$ cat src/pkg/async_serial_pkg.sv
package async_serial_pkg;
  localparam int NUM_PORTS = 3;
  localparam int DATA_BITS = 8;
  localparam int DIV_W = 13;
  localparam int CTRL_W = 7;
  localparam int ADDR_W = 8;

  // Bit period limits, in baud source periods
  localparam logic [DIV_W-1:0] DIV_MIN = 13'h0008;
  localparam logic [DIV_W-1:0] DIV_MAX = 13'h1000;
  localparam logic [DIV_W-1:0] FIXED_SHORT = 13'h0004;
  localparam logic [DIV_W-1:0] FIXED_LONG = 13'h0008;
  localparam logic [DIV_W-1:0] DIV_RST = 13'h0008;

  // Register map: one 16-byte window per port
  localparam logic [1:0] PORT_FIELD_MAX = 2'h2;
  localparam logic [3:0] OFS_CTRL = 4'h0;
  localparam logic [3:0] OFS_DIV = 4'h4;
  localparam logic [3:0] OFS_TXDATA = 4'h8;
  localparam logic [3:0] OFS_STAT = 4'hc;

  // Control field positions
  localparam int CTRL_EN_BIT = 0;
  localparam int CTRL_PAR_LSB = 1;
  localparam int CTRL_TWO_STOP_BIT = 3;
  localparam int CTRL_SRC_LSB = 4;
  localparam int CTRL_FIXED8_BIT = 6;
  localparam logic [CTRL_W-1:0] CTRL_RST = 7'h00;

  // Status field positions (data in [7:0])
  localparam int STAT_RX_DONE_BIT = 8;
  localparam int STAT_PERR_BIT = 9;
  localparam int STAT_FERR_BIT = 10;
  localparam int STAT_OVR_BIT = 11;
  localparam int STAT_TX_DONE_BIT = 12;
  localparam int STAT_TX_BUSY_BIT = 13;

  // Positions in the synchronised input vector
  localparam int SYN_RXD = 0;
  localparam int SYN_PIN0 = 3;
  localparam int SYN_TMR4 = 6;
  localparam int SYN_PWM = 7;
  localparam int SYN_XTAL = 8;
  localparam int SYN_CER = 9;
  localparam int SYN_W = 10;

  typedef enum logic [1:0] {PAR_NONE = 2'b00, PAR_EVEN = 2'b01, PAR_ODD = 2'b10} parity_e;
  typedef enum logic [1:0] {SRC_SYS = 2'b00, SRC_XTAL = 2'b01, SRC_CER = 2'b10, SRC_PIN = 2'b11} src_e;
  typedef enum logic [1:0] {RX_IDLE = 2'b00, RX_START = 2'b01, RX_BITS = 2'b10, RX_STOP = 2'b11} rx_state_e;
endpackage

$ cat src/pkg/serial_lane_if.sv
`timescale 1ns/1ps
interface serial_lane_if;
  import async_serial_pkg::*;
  logic enable;
  logic tick;
  logic [DIV_W-1:0] bit_len;
  logic [1:0] parity;
  logic two_stop;
  logic tx_start;
  logic [DATA_BITS-1:0] tx_data;
  logic tx_busy;
  logic tx_done;
  logic rxd;
  logic txd;
  logic [DATA_BITS-1:0] rx_data;
  logic rx_valid;
  logic rx_perr;
  logic rx_ferr;
  modport ctrl(output enable, tick, bit_len, parity, two_stop, tx_start, tx_data, rxd,
    input tx_busy, tx_done, txd, rx_data, rx_valid, rx_perr, rx_ferr);
  modport lane(input enable, tick, bit_len, parity, two_stop, tx_start, tx_data, rxd,
    output tx_busy, tx_done, txd, rx_data, rx_valid, rx_perr, rx_ferr);
endinterface

$ cat src/async_serial_ports.sv
// Our own choices: the placing of the registers and register access over APB.
`timescale 1ns/1ps
module async_serial_ports (
  input wire logic CLK,
  input wire logic NRST,
  input wire logic CE,
  input wire logic PSEL,
  input wire logic PENABLE,
  input wire logic PWRITE,
  input wire logic [async_serial_pkg::ADDR_W-1:0] PADDR,
  input wire logic [31:0] PWDATA,
  output logic [31:0] PRDATA,
  output logic PREADY,
  output logic PSLVERR,
  input wire logic [async_serial_pkg::NUM_PORTS-1:0] RXD,
  output logic [async_serial_pkg::NUM_PORTS-1:0] TXD,
  input wire logic FIXED_PORT_BAUD_PIN,
  input wire logic PORT_A_BAUD_PIN,
  input wire logic PORT_B_BAUD_PIN,
  input wire logic TOGGLE_TIMER_FOUR,
  input wire logic TIMER_ZERO_HIGH_PWM_OUTPUT,
  input wire logic LOW_SPEED_CRYSTAL_CLOCK,
  input wire logic CERAMIC_MAIN_CLOCK,
  output logic [async_serial_pkg::NUM_PORTS-1:0] RX_EVENT,
  output logic WAKE
);
  import async_serial_pkg::*;

  ////////////////////////////////////////////////////////////////////////////
  // Reset release and input synchronisers

  logic [1:0] rst_sync_reg;
  logic rst_n;

  // Not gated by CE so a frozen block still leaves reset
  always_ff @(posedge CLK or negedge NRST) begin
    if (!NRST) begin
      rst_sync_reg <= 2'b00;
    end else begin
      rst_sync_reg <= {rst_sync_reg[0], 1'b1};
    end
  end
  assign rst_n = rst_sync_reg[1];

  logic [SYN_W-1:0] ext_in;
  logic [SYN_W-1:0] sync1_reg;
  logic [SYN_W-1:0] sync2_reg;
  logic [SYN_W-1:0] sync3_reg;
  logic [SYN_W-1:0] rise;

  assign ext_in = {CERAMIC_MAIN_CLOCK, LOW_SPEED_CRYSTAL_CLOCK, TIMER_ZERO_HIGH_PWM_OUTPUT,
    TOGGLE_TIMER_FOUR, PORT_B_BAUD_PIN, PORT_A_BAUD_PIN, FIXED_PORT_BAUD_PIN, RXD};

  genvar s;
  generate
    for (s = 0; s < SYN_W; s++) begin : g_sync
      // Idle-high reset so no false start bit or edge at release
      always_ff @(posedge CLK or negedge rst_n) begin
        if (!rst_n) begin
          sync1_reg[s] <= 1'b1;
          sync2_reg[s] <= 1'b1;
          sync3_reg[s] <= 1'b1;
        end else if (CE) begin
          sync1_reg[s] <= ext_in[s];
          sync2_reg[s] <= sync1_reg[s];
          sync3_reg[s] <= sync2_reg[s];
        end
      end
      // One source period ends at each rising edge
      assign rise[s] = sync2_reg[s] & ~sync3_reg[s];
    end
  endgenerate

  ////////////////////////////////////////////////////////////////////////////
  // APB decode

  logic [1:0] port_sel;
  logic [3:0] reg_ofs;
  logic mapped;
  logic wr_en;
  logic [31:0] rd_word [NUM_PORTS];
  logic [31:0] rd_mux;
  logic [31:0] prdata_reg;

  assign port_sel = PADDR[5:4];
  assign reg_ofs = PADDR[3:0];
  assign mapped = (PADDR[7:6] == 2'h0) && (port_sel <= PORT_FIELD_MAX) && (PADDR[1:0] == 2'h0);
  assign wr_en = PSEL && PENABLE && PWRITE && mapped && CE;
  // Frozen block stalls the bus; writes wait for CE, but a read set up while CE is low returns stale data
  assign PREADY = CE;
  assign PSLVERR = PSEL && PENABLE && !mapped;
  assign rd_mux = mapped ? rd_word[port_sel] : 32'h0000_0000;
  assign PRDATA = prdata_reg;

  // Read data captured in the setup cycle, stable through access
  always_ff @(posedge CLK or negedge rst_n) begin
    if (!rst_n) begin
      prdata_reg <= 32'h0000_0000;
    end else if (CE && PSEL && !PENABLE && !PWRITE) begin
      prdata_reg <= rd_mux;
    end
  end

  ////////////////////////////////////////////////////////////////////////////
  // Per-port registers, baud source and serial lane

  logic [NUM_PORTS-1:0] rx_done_flag;

  genvar p;
  generate
    for (p = 0; p < NUM_PORTS; p++) begin : g_port
      localparam bit IS_FIXED = (p == 0);

      logic [CTRL_W-1:0] ctrl_reg;
      logic [DIV_W-1:0] div_reg;
      logic [DIV_W-1:0] div_next;
      logic [DATA_BITS-1:0] tx_data_reg;
      logic tx_go_reg;
      logic [DATA_BITS-1:0] rx_data_reg;
      logic rx_done_reg;
      logic perr_reg;
      logic ferr_reg;
      logic ovr_reg;
      logic tx_done_reg;
      logic hit;
      logic clr_stat;
      logic src_tick;

      serial_lane_if lane_bus();

      assign hit = wr_en && (port_sel == 2'(p));
      assign clr_stat = hit && (reg_ofs == OFS_STAT);

      always_comb begin
        if (PWDATA[DIV_W-1:0] < DIV_MIN) begin
          div_next = DIV_MIN;
        end else if (PWDATA[DIV_W-1:0] > DIV_MAX) begin
          div_next = DIV_MAX;
        end else begin
          div_next = PWDATA[DIV_W-1:0];
        end
      end

      always_ff @(posedge CLK or negedge rst_n) begin
        if (!rst_n) begin
          ctrl_reg <= CTRL_RST;
          div_reg <= DIV_RST;
        end else if (hit && (reg_ofs == OFS_CTRL)) begin
          ctrl_reg <= PWDATA[CTRL_W-1:0];
        end else if (hit && (reg_ofs == OFS_DIV)) begin
          div_reg <= div_next;
        end
      end

      // Write during a frame is dropped by the lane; a write while the start is pending replaces the byte
      always_ff @(posedge CLK or negedge rst_n) begin
        if (!rst_n) begin
          tx_data_reg <= 8'h00;
          tx_go_reg <= 1'b0;
        end else if (CE) begin
          tx_go_reg <= hit && (reg_ofs == OFS_TXDATA);
          if (hit && (reg_ofs == OFS_TXDATA)) begin
            tx_data_reg <= PWDATA[DATA_BITS-1:0];
          end
        end
      end

      // Baud source selection
      always_comb begin
        if (IS_FIXED) begin
          unique case (ctrl_reg[CTRL_SRC_LSB +: 2])
            2'h1: src_tick = rise[SYN_TMR4];
            2'h2: src_tick = rise[SYN_PWM];
            default: src_tick = rise[SYN_PIN0];
          endcase
        end else begin
          unique case (src_e'(ctrl_reg[CTRL_SRC_LSB +: 2]))
            SRC_SYS: src_tick = 1'b1;
            SRC_XTAL: src_tick = rise[SYN_XTAL];
            SRC_CER: src_tick = rise[SYN_CER];
            SRC_PIN: src_tick = rise[SYN_PIN0 + p];
          endcase
        end
      end

      assign lane_bus.enable = ctrl_reg[CTRL_EN_BIT];
      assign lane_bus.tick = src_tick;
      assign lane_bus.bit_len = IS_FIXED ? (ctrl_reg[CTRL_FIXED8_BIT] ? FIXED_LONG : FIXED_SHORT) : div_reg;
      assign lane_bus.parity = ctrl_reg[CTRL_PAR_LSB +: 2];
      assign lane_bus.two_stop = IS_FIXED ? 1'b0 : ctrl_reg[CTRL_TWO_STOP_BIT];
      assign lane_bus.tx_start = tx_go_reg;
      assign lane_bus.tx_data = tx_data_reg;
      assign lane_bus.rxd = sync2_reg[SYN_RXD + p];
      assign TXD[p] = lane_bus.txd;

      serial_lane u_lane (
        .clk(CLK),
        .rst_n(rst_n),
        .ce(CE),
        .lk(lane_bus)
      );

      always_ff @(posedge CLK or negedge rst_n) begin
        if (!rst_n) begin
          rx_data_reg <= 8'h00;
          rx_done_reg <= 1'b0;
          perr_reg <= 1'b0;
          ferr_reg <= 1'b0;
          ovr_reg <= 1'b0;
          tx_done_reg <= 1'b0;
        end else if (CE) begin
          if (lane_bus.rx_valid) begin
            rx_data_reg <= lane_bus.rx_data;
            rx_done_reg <= 1'b1;
            perr_reg <= lane_bus.rx_perr | (perr_reg & ~(clr_stat & PWDATA[STAT_PERR_BIT]));
            ferr_reg <= lane_bus.rx_ferr | (ferr_reg & ~(clr_stat & PWDATA[STAT_FERR_BIT]));
            // Unread character overwritten
            if (rx_done_reg && !(clr_stat && PWDATA[STAT_RX_DONE_BIT])) begin
              ovr_reg <= 1'b1;
            end else if (clr_stat && PWDATA[STAT_OVR_BIT]) begin
              ovr_reg <= 1'b0;
            end
          end else if (clr_stat) begin
            rx_done_reg <= rx_done_reg & ~PWDATA[STAT_RX_DONE_BIT];
            perr_reg <= perr_reg & ~PWDATA[STAT_PERR_BIT];
            ferr_reg <= ferr_reg & ~PWDATA[STAT_FERR_BIT];
            ovr_reg <= ovr_reg & ~PWDATA[STAT_OVR_BIT];
          end
          if (lane_bus.tx_done) begin
            tx_done_reg <= 1'b1;
          end else if (clr_stat && PWDATA[STAT_TX_DONE_BIT]) begin
            tx_done_reg <= 1'b0;
          end
        end
      end

      assign rx_done_flag[p] = rx_done_reg;

      always_comb begin
        rd_word[p] = 32'h0000_0000;
        unique case (reg_ofs)
          OFS_CTRL: rd_word[p][CTRL_W-1:0] = ctrl_reg;
          OFS_DIV: rd_word[p][DIV_W-1:0] = div_reg;
          OFS_TXDATA: rd_word[p][DATA_BITS-1:0] = tx_data_reg;
          OFS_STAT: begin
            rd_word[p][DATA_BITS-1:0] = rx_data_reg;
            rd_word[p][STAT_RX_DONE_BIT] = rx_done_reg;
            rd_word[p][STAT_PERR_BIT] = perr_reg;
            rd_word[p][STAT_FERR_BIT] = ferr_reg;
            rd_word[p][STAT_OVR_BIT] = ovr_reg;
            rd_word[p][STAT_TX_DONE_BIT] = tx_done_reg;
            rd_word[p][STAT_TX_BUSY_BIT] = lane_bus.tx_busy;
          end
          default: rd_word[p] = 32'h0000_0000;
        endcase
      end
    end
  endgenerate

  ////////////////////////////////////////////////////////////////////////////
  // Event outputs

  assign RX_EVENT = rx_done_flag;
  assign WAKE = rx_done_flag[1] | rx_done_flag[2];
endmodule

$ cat src/serial_lane.sv
`timescale 1ns/1ps
module serial_lane (
  input wire logic clk,
  input wire logic rst_n,
  input wire logic ce,
  serial_lane_if.lane lk
);
  import async_serial_pkg::*;

  logic [11:0] tx_shift_reg;
  logic [3:0] tx_left_reg;
  logic tx_pend_reg;
  logic [DIV_W-1:0] tx_cnt_reg;
  logic has_par;
  logic tx_par;
  logic tx_bit_end;
  logic [11:0] tx_frame;
  logic [3:0] tx_len;

  assign has_par = (lk.parity == PAR_EVEN) || (lk.parity == PAR_ODD);
  assign tx_par = (lk.parity == PAR_ODD) ? ~^lk.tx_data : ^lk.tx_data;
  assign tx_frame = has_par ? {2'b11, tx_par, lk.tx_data, 1'b0} : {3'b111, lk.tx_data, 1'b0};
  assign tx_len = 4'ha + {3'h0, has_par} + {3'h0, lk.two_stop};
  assign tx_bit_end = lk.tick && (tx_cnt_reg == lk.bit_len - 13'h0001);
  assign lk.tx_busy = (tx_left_reg != 4'h0) || tx_pend_reg;
  assign lk.tx_done = (tx_left_reg == 4'h1) && tx_bit_end;
  assign lk.txd = tx_shift_reg[0];

  always_ff @(posedge clk or negedge rst_n) begin
    if (!rst_n) begin
      tx_shift_reg <= 12'hfff;
      tx_left_reg <= 4'h0;
      tx_cnt_reg <= '0;
      tx_pend_reg <= 1'b0;
    end else if (ce) begin
      if (tx_left_reg == 4'h0) begin
        // launch on a tick so the start bit is whole
        if (tx_pend_reg && lk.tick) begin
          tx_shift_reg <= tx_frame;
          tx_left_reg <= tx_len;
          tx_cnt_reg <= '0;
          tx_pend_reg <= 1'b0;
        end else if (lk.tx_start && lk.enable) begin
          tx_pend_reg <= 1'b1;
        end
      end else if (tx_bit_end) begin
        tx_cnt_reg <= '0;
        tx_shift_reg <= {1'b1, tx_shift_reg[11:1]};
        tx_left_reg <= tx_left_reg - 4'h1;
      end else if (lk.tick) begin
        tx_cnt_reg <= tx_cnt_reg + 13'h0001;
      end
    end
  end

  rx_state_e rx_state_reg;
  logic [DIV_W-1:0] rx_cnt_reg;
  logic [3:0] rx_idx_reg;
  logic [8:0] rx_shift_reg;
  logic rx_prev_reg;
  logic [DATA_BITS-1:0] rx_data_reg;
  logic rx_valid_reg;
  logic rx_perr_reg;
  logic rx_ferr_reg;
  logic rx_bit_end;
  logic rx_exp_par;

  assign rx_bit_end = lk.tick && (rx_cnt_reg == lk.bit_len - 13'h0001);
  assign rx_exp_par = (lk.parity == PAR_ODD) ? ~^rx_shift_reg[7:0] : ^rx_shift_reg[7:0];
  assign lk.rx_data = rx_data_reg;
  assign lk.rx_valid = rx_valid_reg;
  assign lk.rx_perr = rx_perr_reg;
  assign lk.rx_ferr = rx_ferr_reg;

  always_ff @(posedge clk or negedge rst_n) begin
    if (!rst_n) begin
      rx_state_reg <= RX_IDLE;
      rx_cnt_reg <= '0;
      rx_idx_reg <= 4'h0;
      rx_shift_reg <= 9'h000;
      rx_prev_reg <= 1'b1;
      rx_data_reg <= 8'h00;
      rx_valid_reg <= 1'b0;
      rx_perr_reg <= 1'b0;
      rx_ferr_reg <= 1'b0;
    end else if (ce) begin
      rx_prev_reg <= lk.rxd;
      rx_valid_reg <= 1'b0;
      if (!lk.enable) begin
        rx_state_reg <= RX_IDLE;
      end else begin
        unique case (rx_state_reg)
          RX_IDLE: begin
            if (rx_prev_reg && !lk.rxd) begin
              rx_state_reg <= RX_START;
              rx_cnt_reg <= '0;
            end
          end
          RX_START: begin
            if (lk.tick && (rx_cnt_reg == (lk.bit_len >> 1) - 13'h0001)) begin
              rx_cnt_reg <= '0;
              rx_idx_reg <= 4'h0;
              rx_state_reg <= lk.rxd ? RX_IDLE : RX_BITS;
            end else if (lk.tick) begin
              rx_cnt_reg <= rx_cnt_reg + 13'h0001;
            end
          end
          RX_BITS: begin
            if (rx_bit_end) begin
              rx_cnt_reg <= '0;
              rx_shift_reg[rx_idx_reg] <= lk.rxd;
              rx_idx_reg <= rx_idx_reg + 4'h1;
              if (rx_idx_reg == (has_par ? 4'h8 : 4'h7)) begin
                rx_state_reg <= RX_STOP;
              end
            end else if (lk.tick) begin
              rx_cnt_reg <= rx_cnt_reg + 13'h0001;
            end
          end
          RX_STOP: begin
            if (rx_bit_end) begin
              rx_cnt_reg <= '0;
              rx_data_reg <= rx_shift_reg[7:0];
              rx_perr_reg <= has_par && (rx_shift_reg[8] != rx_exp_par);
              rx_ferr_reg <= !lk.rxd;
              rx_valid_reg <= 1'b1;
              rx_state_reg <= RX_IDLE;
            end else if (lk.tick) begin
              rx_cnt_reg <= rx_cnt_reg + 13'h0001;
            end
          end
        endcase
      end
    end
  end
endmodule

$ cat config.mk
export PLATFORM = sky130hd
export DESIGN_NAME = async_serial_ports
export DESIGN_NICKNAME = d
export VERILOG_FILES = /design/src/pkg/async_serial_pkg.sv /design/src/pkg/serial_lane_if.sv /design/src/async_serial_ports.sv /design/src/serial_lane.sv
export SDC_FILE = /design/constraint.sdc
export NUM_CORES = 1
export LEC_CHECK = 0
export BUFFER_PORTS_ARGS = -buffer_cell sky130_fd_sc_hd__buf_4
export CAP_MARGIN = 20
export CELL_PAD_IN_SITES_DETAIL_PLACEMENT = 1
export CELL_PAD_IN_SITES_GLOBAL_PLACEMENT = 1
export CORE_MARGIN = 2
export CORE_UTILIZATION = 47
export CTS_BUF_LIST = sky130_fd_sc_hd__clkbuf_8
export CTS_CLUSTER_SIZE = 24
export DETAILED_ROUTE_END_ITERATION = 10
export PLACE_DENSITY = 0.84
export REMOVE_ABC_BUFFERS = 1
export SLEW_MARGIN = 25
export SYNTH_ARGS = -nofsm -noshare
export SYNTH_HDL_FRONTEND = slang
export SYNTH_SLANG_ARGS = --single-unit
export TNS_END_PERCENT = 1
$ cat constraint.sdc
create_clock -name CLK -period 35 [get_ports CLK]
set_input_delay 1.75 -clock CLK [delete_from_list [all_inputs] [get_ports CLK]]
set_output_delay 1.75 -clock CLK [all_outputs]
set_load 0.01 [all_outputs]
# Word-level counts from Yosys, hierarchy flattened
# Index checks and enable logic that the tools add are counted.
classes:
  eq_ne: 76
  div: 0
  n_mul: 0
  bitwise: 59
  muxes: 172
  n_reduce_logical: 169
  shift: 0
  magnitude_cmp: 10
  addsub: 23
ops:
  columns: ["cell", "count"]
  rows:
  - ["$mux W13", 26]
  - ["$eq A13 B13 Y1", 9]
  - ["$pmux W13 S3", 3]
  - ["$mux W12", 9]
  - ["$mux W32", 3]
  - ["$pmux W7 S4", 3]
  - ["$add A13 B1 Y13 const B", 6]
  - ["$mux W4", 19]
  - ["$bmux W32 S2", 1]
  - ["$logic_and A1 B1 Y1", 64]
  - ["$mux W1", 63]
  - ["$reduce_xnor A8 Y1", 6]
  - ["$reduce_xor A8 Y1", 6]
  - ["$ne A3 B2 Y1 const B", 15]
  - ["$reduce_and A3 Y1", 15]
  - ["$mux W2", 21]
  - ["$and A1 B1 Y1", 31]
  - ["$eq A2 B2 Y1 const B", 15]
  - ["$mux W10", 3]
  - ["$pmux W5 S2", 3]
  - ["$reduce_and A2 Y1", 15]
  - ["$reduce_bool A2 Y1", 15]
  - ["$bwmux W9", 3]
  - ["$sub A12 B1 Y13 const B", 2]
  - ["41 further kinds", 153]
totals:
  memories: 0
  ff_bits: 397
  latch_bits: 0
  in_bits: 56
  ram_bits: 0
  romBits: 0

# Longest topological paths before layout
depth:
  depth_word: 12
  mapped_depth: 14
  mapped_depth_nobuf: 10

# Modules after synthesis
# From an unflattened synthesis, not the netlist that was laid out.
unflattened:
  cells_unflattened: 2307
  area_unflattened_um2: 22839.4
by_module_without_submodules:
  columns: ["module", "instances", "area_per_inst_um2", "seq_area_each_um2", "cells_per_inst"]
  rows:
  - ["serial_lane (g_port[0].u_lane ...)", 2, 4924.7, 1715.4, 549]
  - ["async_serial_ports", 1, 8141.6, 4266.6, 666]
  - ["serial_lane (g_port[2].u_lane)", 1, 4848.4, 1715.4, 543]

# Worst setup path after synthesis
# OpenSTA, ideal clock, no wires.
synth_path:
  kind: "input to output"
  start: "in PADDR[1] in the netlist's numbering"
  end: "out PSLVERR"
  path_buffers: 0
  path_stages: 4
  t_required_ns: 33.250
  t_arrival_ns: 2.684
  slack_ns: 30.566
  path_cell_list: "or4_1 -> a21oi_1 -> inv_1 -> and3_1"
synth_via:
  elab_chain_cells: 4
synth_lines:
  columns: ["element", "line_no", "text"]
  rows:
  - ["from (decl)", "async_serial_ports.sv:10", "input wire logic [async_serial_pkg::ADDR_W-1:0] PADDR,"]
  - ["$logic_not A2 Y1", "async_serial_ports.sv:87", "assign mapped = (PADDR[7:6] == 2'h0) && (port_sel <= PORT_FIELD_MAX) && (PADDR[1:0] == 2'h0);"]
  - ["$logic_and A1 B1 Y1", "async_serial_ports.sv:87", null]
  - ["$logic_not A1 Y1", "async_serial_ports.sv:91", "assign PSLVERR = PSEL && PENABLE && !mapped;"]
  - ["$logic_and A1 B1 Y1", "async_serial_ports.sv:91", null]
  - ["to (decl)", "async_serial_ports.sv:14", "output logic PSLVERR,"]
# No other way between the ends.

# Worst setup path in the final report
# Same ends and word-level chain as after synthesis.

==> results.json <==
{
  "clock_insertion_delay_worst_skew_ns": 0.68,
  "synth_top_cell_area_share": 0.369,
  "drt-wirelength-per-cell_um": 22.9,
  "nFillCells": 4924,
  "detail_route.drc_violations": 0,
  "gp_congestion": 0.938,
  "cts.clk_slew.worst_paths_ns": 0.06,
  "grt.met2_usage": 0.466,
  "synthToLayoutAreaGrowth_pct": 10.7,
  "run_status": "completed",
  "critPathLaunchType": "input pin",
  "grt_first_pass_wirelength_um": 104000,
  "r2r_setup_slack_ns": 30.48,
  "start_util": 0.475,
  "cts_tree": "yes",
  "timing_worst_slew_pin_value_ns": 0.962,
  "clock-root-buffer": "sky130_fd_sc_hd__clkbuf_8",
  "synth.largest_area_cell": "sky130_fd_sc_hd__dfrtp_1",
  "multi_input_area_um2": 10800,
  "grtUsageTotal": 0.282,
  "ys_async_sr_fraction": 1.00,
  "timing.critical_path.slowest_cell_delay_ns": 0.52,
  "final_antenna_net_count": 0,
  "critical-path-top-cell-by-count": "sky130_fd_sc_hd__buf_4",
  "die_area_um2": 46400,
  "global_route.usage.met3": 0.0568,
  "worstSetupPathType": "input pin to output port",
  "coreArea_um2": 44200,
  "cp-end-kind": "output port",
  "htree_levels": 3,
  "io_buffers": 59,
  "via_density_per_instance": 6.13,
  "cts_inserted_buffers": 67,
  "p_leak_uw": 0.0102,
  "synth.lib_cells_used.distinct": 89,
  "crit_arrival_ns": 3.01,
  "max_freq_mhz": 210,
  "ratio_of_total_power_to_cell_area_nw_per_um2": 42.2,
  "power.ir.vdd_worst_mv": 0.0422,
  "io_pins": 97,
  "timing.critical_path.required_ns": 33.25,
  "die_y_um": 215,
  "clock_skews_ns": 0.0487,
  "place.detailed.hpwl_um": 45300,
  "cts_setup_buffers": 0,
  "cts_max_path_buffers": 3,
  "dpl_worst_slack_ns": 30.24,
  "top_post_synthesis_cells_by_area": "sky130_fd_sc_hd__dfrtp_1, sky130_fd_sc_hd__dfstp_2, sky130_fd_sc_hd__mux2_2",
  "cp_max_delay_cell": "sky130_fd_sc_hd__or4_1",
  "rows": 77,
  "rsz_0062_raised_after_global_routing": "false",
  "grt-busiest-layer": "met2",
  "post_cts_hold_buffer_count": 0,
  "synth_enable_flop_cells": 0,
  "cts_num_sinks": 373,
  "grt_antenna_before_repair": 0,
  "slew_viols_final": 0,
  "syn-instance-count": 2175,
  "slew_headroom": 0.353,
  "layout_min_cycle_time_ns": 4.76,
  "layout-drive-gt1-share": 0.187,
  "tns_ns": 0,
  "hold_class": "register to asynchronous set/reset pin",
  "synth.most_common_cell": "sky130_fd_sc_hd__dfrtp_1",
  "syn_area_per_cell_um2": 9.66,
  "hold_viol_final": 0,
  "syn-cell-area_um2": 21000,
  "setup_ws_ns": 30.24,
  "yosysWarningCount": 0,
  "chipWidth_um": 215,
  "area_used_by_sequential_logic_in_the_layout_um2": 9420,
  "grtUsageMet1": 0.366,
  "nNetsFinal": 2295,
  "grt_pass1_vias": 18700,
  "detailroute.via_count": 17400,
  "critical_path.cell_chain": "buf_4, or4_1, a21oi_1, inv_1, and3_1, buf_4",
  "grt_start_max_net_pins": 187,
  "drt_wl_total_um": 64900,
  "cts_resizes": 0,
  "synth-seq-cells": 373,
  "grt_remaining_overflow": 0,
  "timing.max_cap.violations": 0,
  "finalCritPeriodShare": 0.136,
  "drt_pass1_iterations": 7,
  "ys_seq_area_frac": 0.448,
  "synth_common_cells": "sky130_fd_sc_hd__dfrtp_1, sky130_fd_sc_hd__nand2_1, sky130_fd_sc_hd__o21ai_0",
  "final-setup-viol-count": 0,
  "detailedRoute.firstIterationViolations": 1303,
  "yosys_most_used_dff": "sky130_fd_sc_hd__dfrtp_1",
  "critical_path_peak_fanout": 4
}
==> where the power goes <==
group	total (uW)	internal [uW]	switching (uW)
clock	438	240	198
sequential	471	451	20.7
combinational	71.8	26.7	45.1
total	981	717	264
==> path summary, 6_finish.rpt <==
path                       depth (start not counted)                             start                                    endpoint
setup / recovery                                   6                          PADDR[1]                                     PSLVERR
hold / removal                                     0         rst_sync_reg[1]$_DFF_PN0_  g_port[2].u_lane.rx_idx_reg[0]$_DFFE_PN0P_
setup reg to reg                                   9  g_port[1].div_reg[0]$_DFFE_PN0P_  g_port[1].u_lane.lk.rx_data[4]$_DFFE_PN0P_
hold reg to reg                                    0         rst_sync_reg[1]$_DFF_PN0_  g_port[2].u_lane.rx_idx_reg[0]$_DFFE_PN0P_
max in group asynchronous                          3         rst_sync_reg[1]$_DFF_PN0_  g_port[1].u_lane.rx_idx_reg[1]$_DFFE_PN0P_
min in group CLK                                   0         rst_sync_reg[0]$_DFF_PN0_                   rst_sync_reg[1]$_DFF_PN0_
==> placed cells by master (no fill, tap or decap), drive strengths merged, types with 25 or more instances in the layout <==
| master | synthesis | routed |
|---|---|---|
| a21oi | 68 | 68 |
| a31oi | 63 | 63 |
| and3 | 36 | 36 |
| buf | 52 | 76 |
| clkbuf | 93 | 93 |
| dfrtp | 310 | 310 |
| dfstp | 63 | 63 |
| ha | 47 | 47 |
| inv | 73 | 102 |
| mux2 | 147 | 147 |
| nand2 | 285 | 285 |
| nand2b | 38 | 38 |
| nand3 | 69 | 69 |
| nand4 | 25 | 25 |
| nor2 | 136 | 136 |
| nor3 | 32 | 32 |
| nor4 | 28 | 28 |
| o21ai | 147 | 147 |
| xnor2 | 118 | 118 |
| xor2 | 53 | 53 |
==> critical path, delay by kind of cell <==
family	cells	cell delay, ns
AOI/OAI and AO/OA	1	0.17
buffers and inverters	3	0.38
and+or+nand+nor	2	0.71
==> stage by stage <==
stage | util | instances | total power (uW) | cell area (um^2) | hold slack [ns]
3_5_place_dp | 0.492 | 2713 | 548 | 21700 | 0.359
2_1_floorplan | - | 2047 | 516 | 20400 | 0.331
3_3_place_gp | 0.492 | 2713 | 542 | 21700 | 0.338
5_1_grt | 0.526 | 2839 | 1020 | 23300 | 0.302
4_1_cts | 0.524 | 2837 | 987 | 23200 | 0.371
6_report | 0.526 | 2840 | 981 | 23300 | 0.261
==> per-layer routing <==
| layer | up-vias | part of all wire |
|---|---|---|
| met4 | 0 | 0.036 |
| met1 | 8884 | 0.42 |
| met2 | 586 | 0.48 |
| li1 | 7750 | - |
| met3 | 177 | 0.064 |
| met5 | - | 0 |
==> logic make-up (layout without fill, tap and decap cells) <==
family / after synthesis / in the layout / synth area share
and+or+nand+nor: 761 / 761 / 0.180
AOI/OAI and AO/OA: 443 / 443 / 0.139
DFF: 373 / 373 / 0.448
buffers and inverters: 218 / 273 / 0.0454
xor gates and xnor gates: 176 / 176 / 0.0767
muxes: 155 / 155 / 0.0828
adders and majority gates: 47 / 47 / 0.0280
other: 2 / 20 / 0.000357
==> cell type report <==
cell class | count | share of cell area
clock buffer | 93 | 0.0550
tap | 592 | 0.0318
clock inverter | 31 | 0.00764
timing repair buffer | 76 | 0.0268
sequential | 373 | 0.405
inverter | 73 | 0.0118
multi-input combinational | 1601 | 0.462
antenna | 1 | 0.000108
Power figures use the tool's default switching activity.
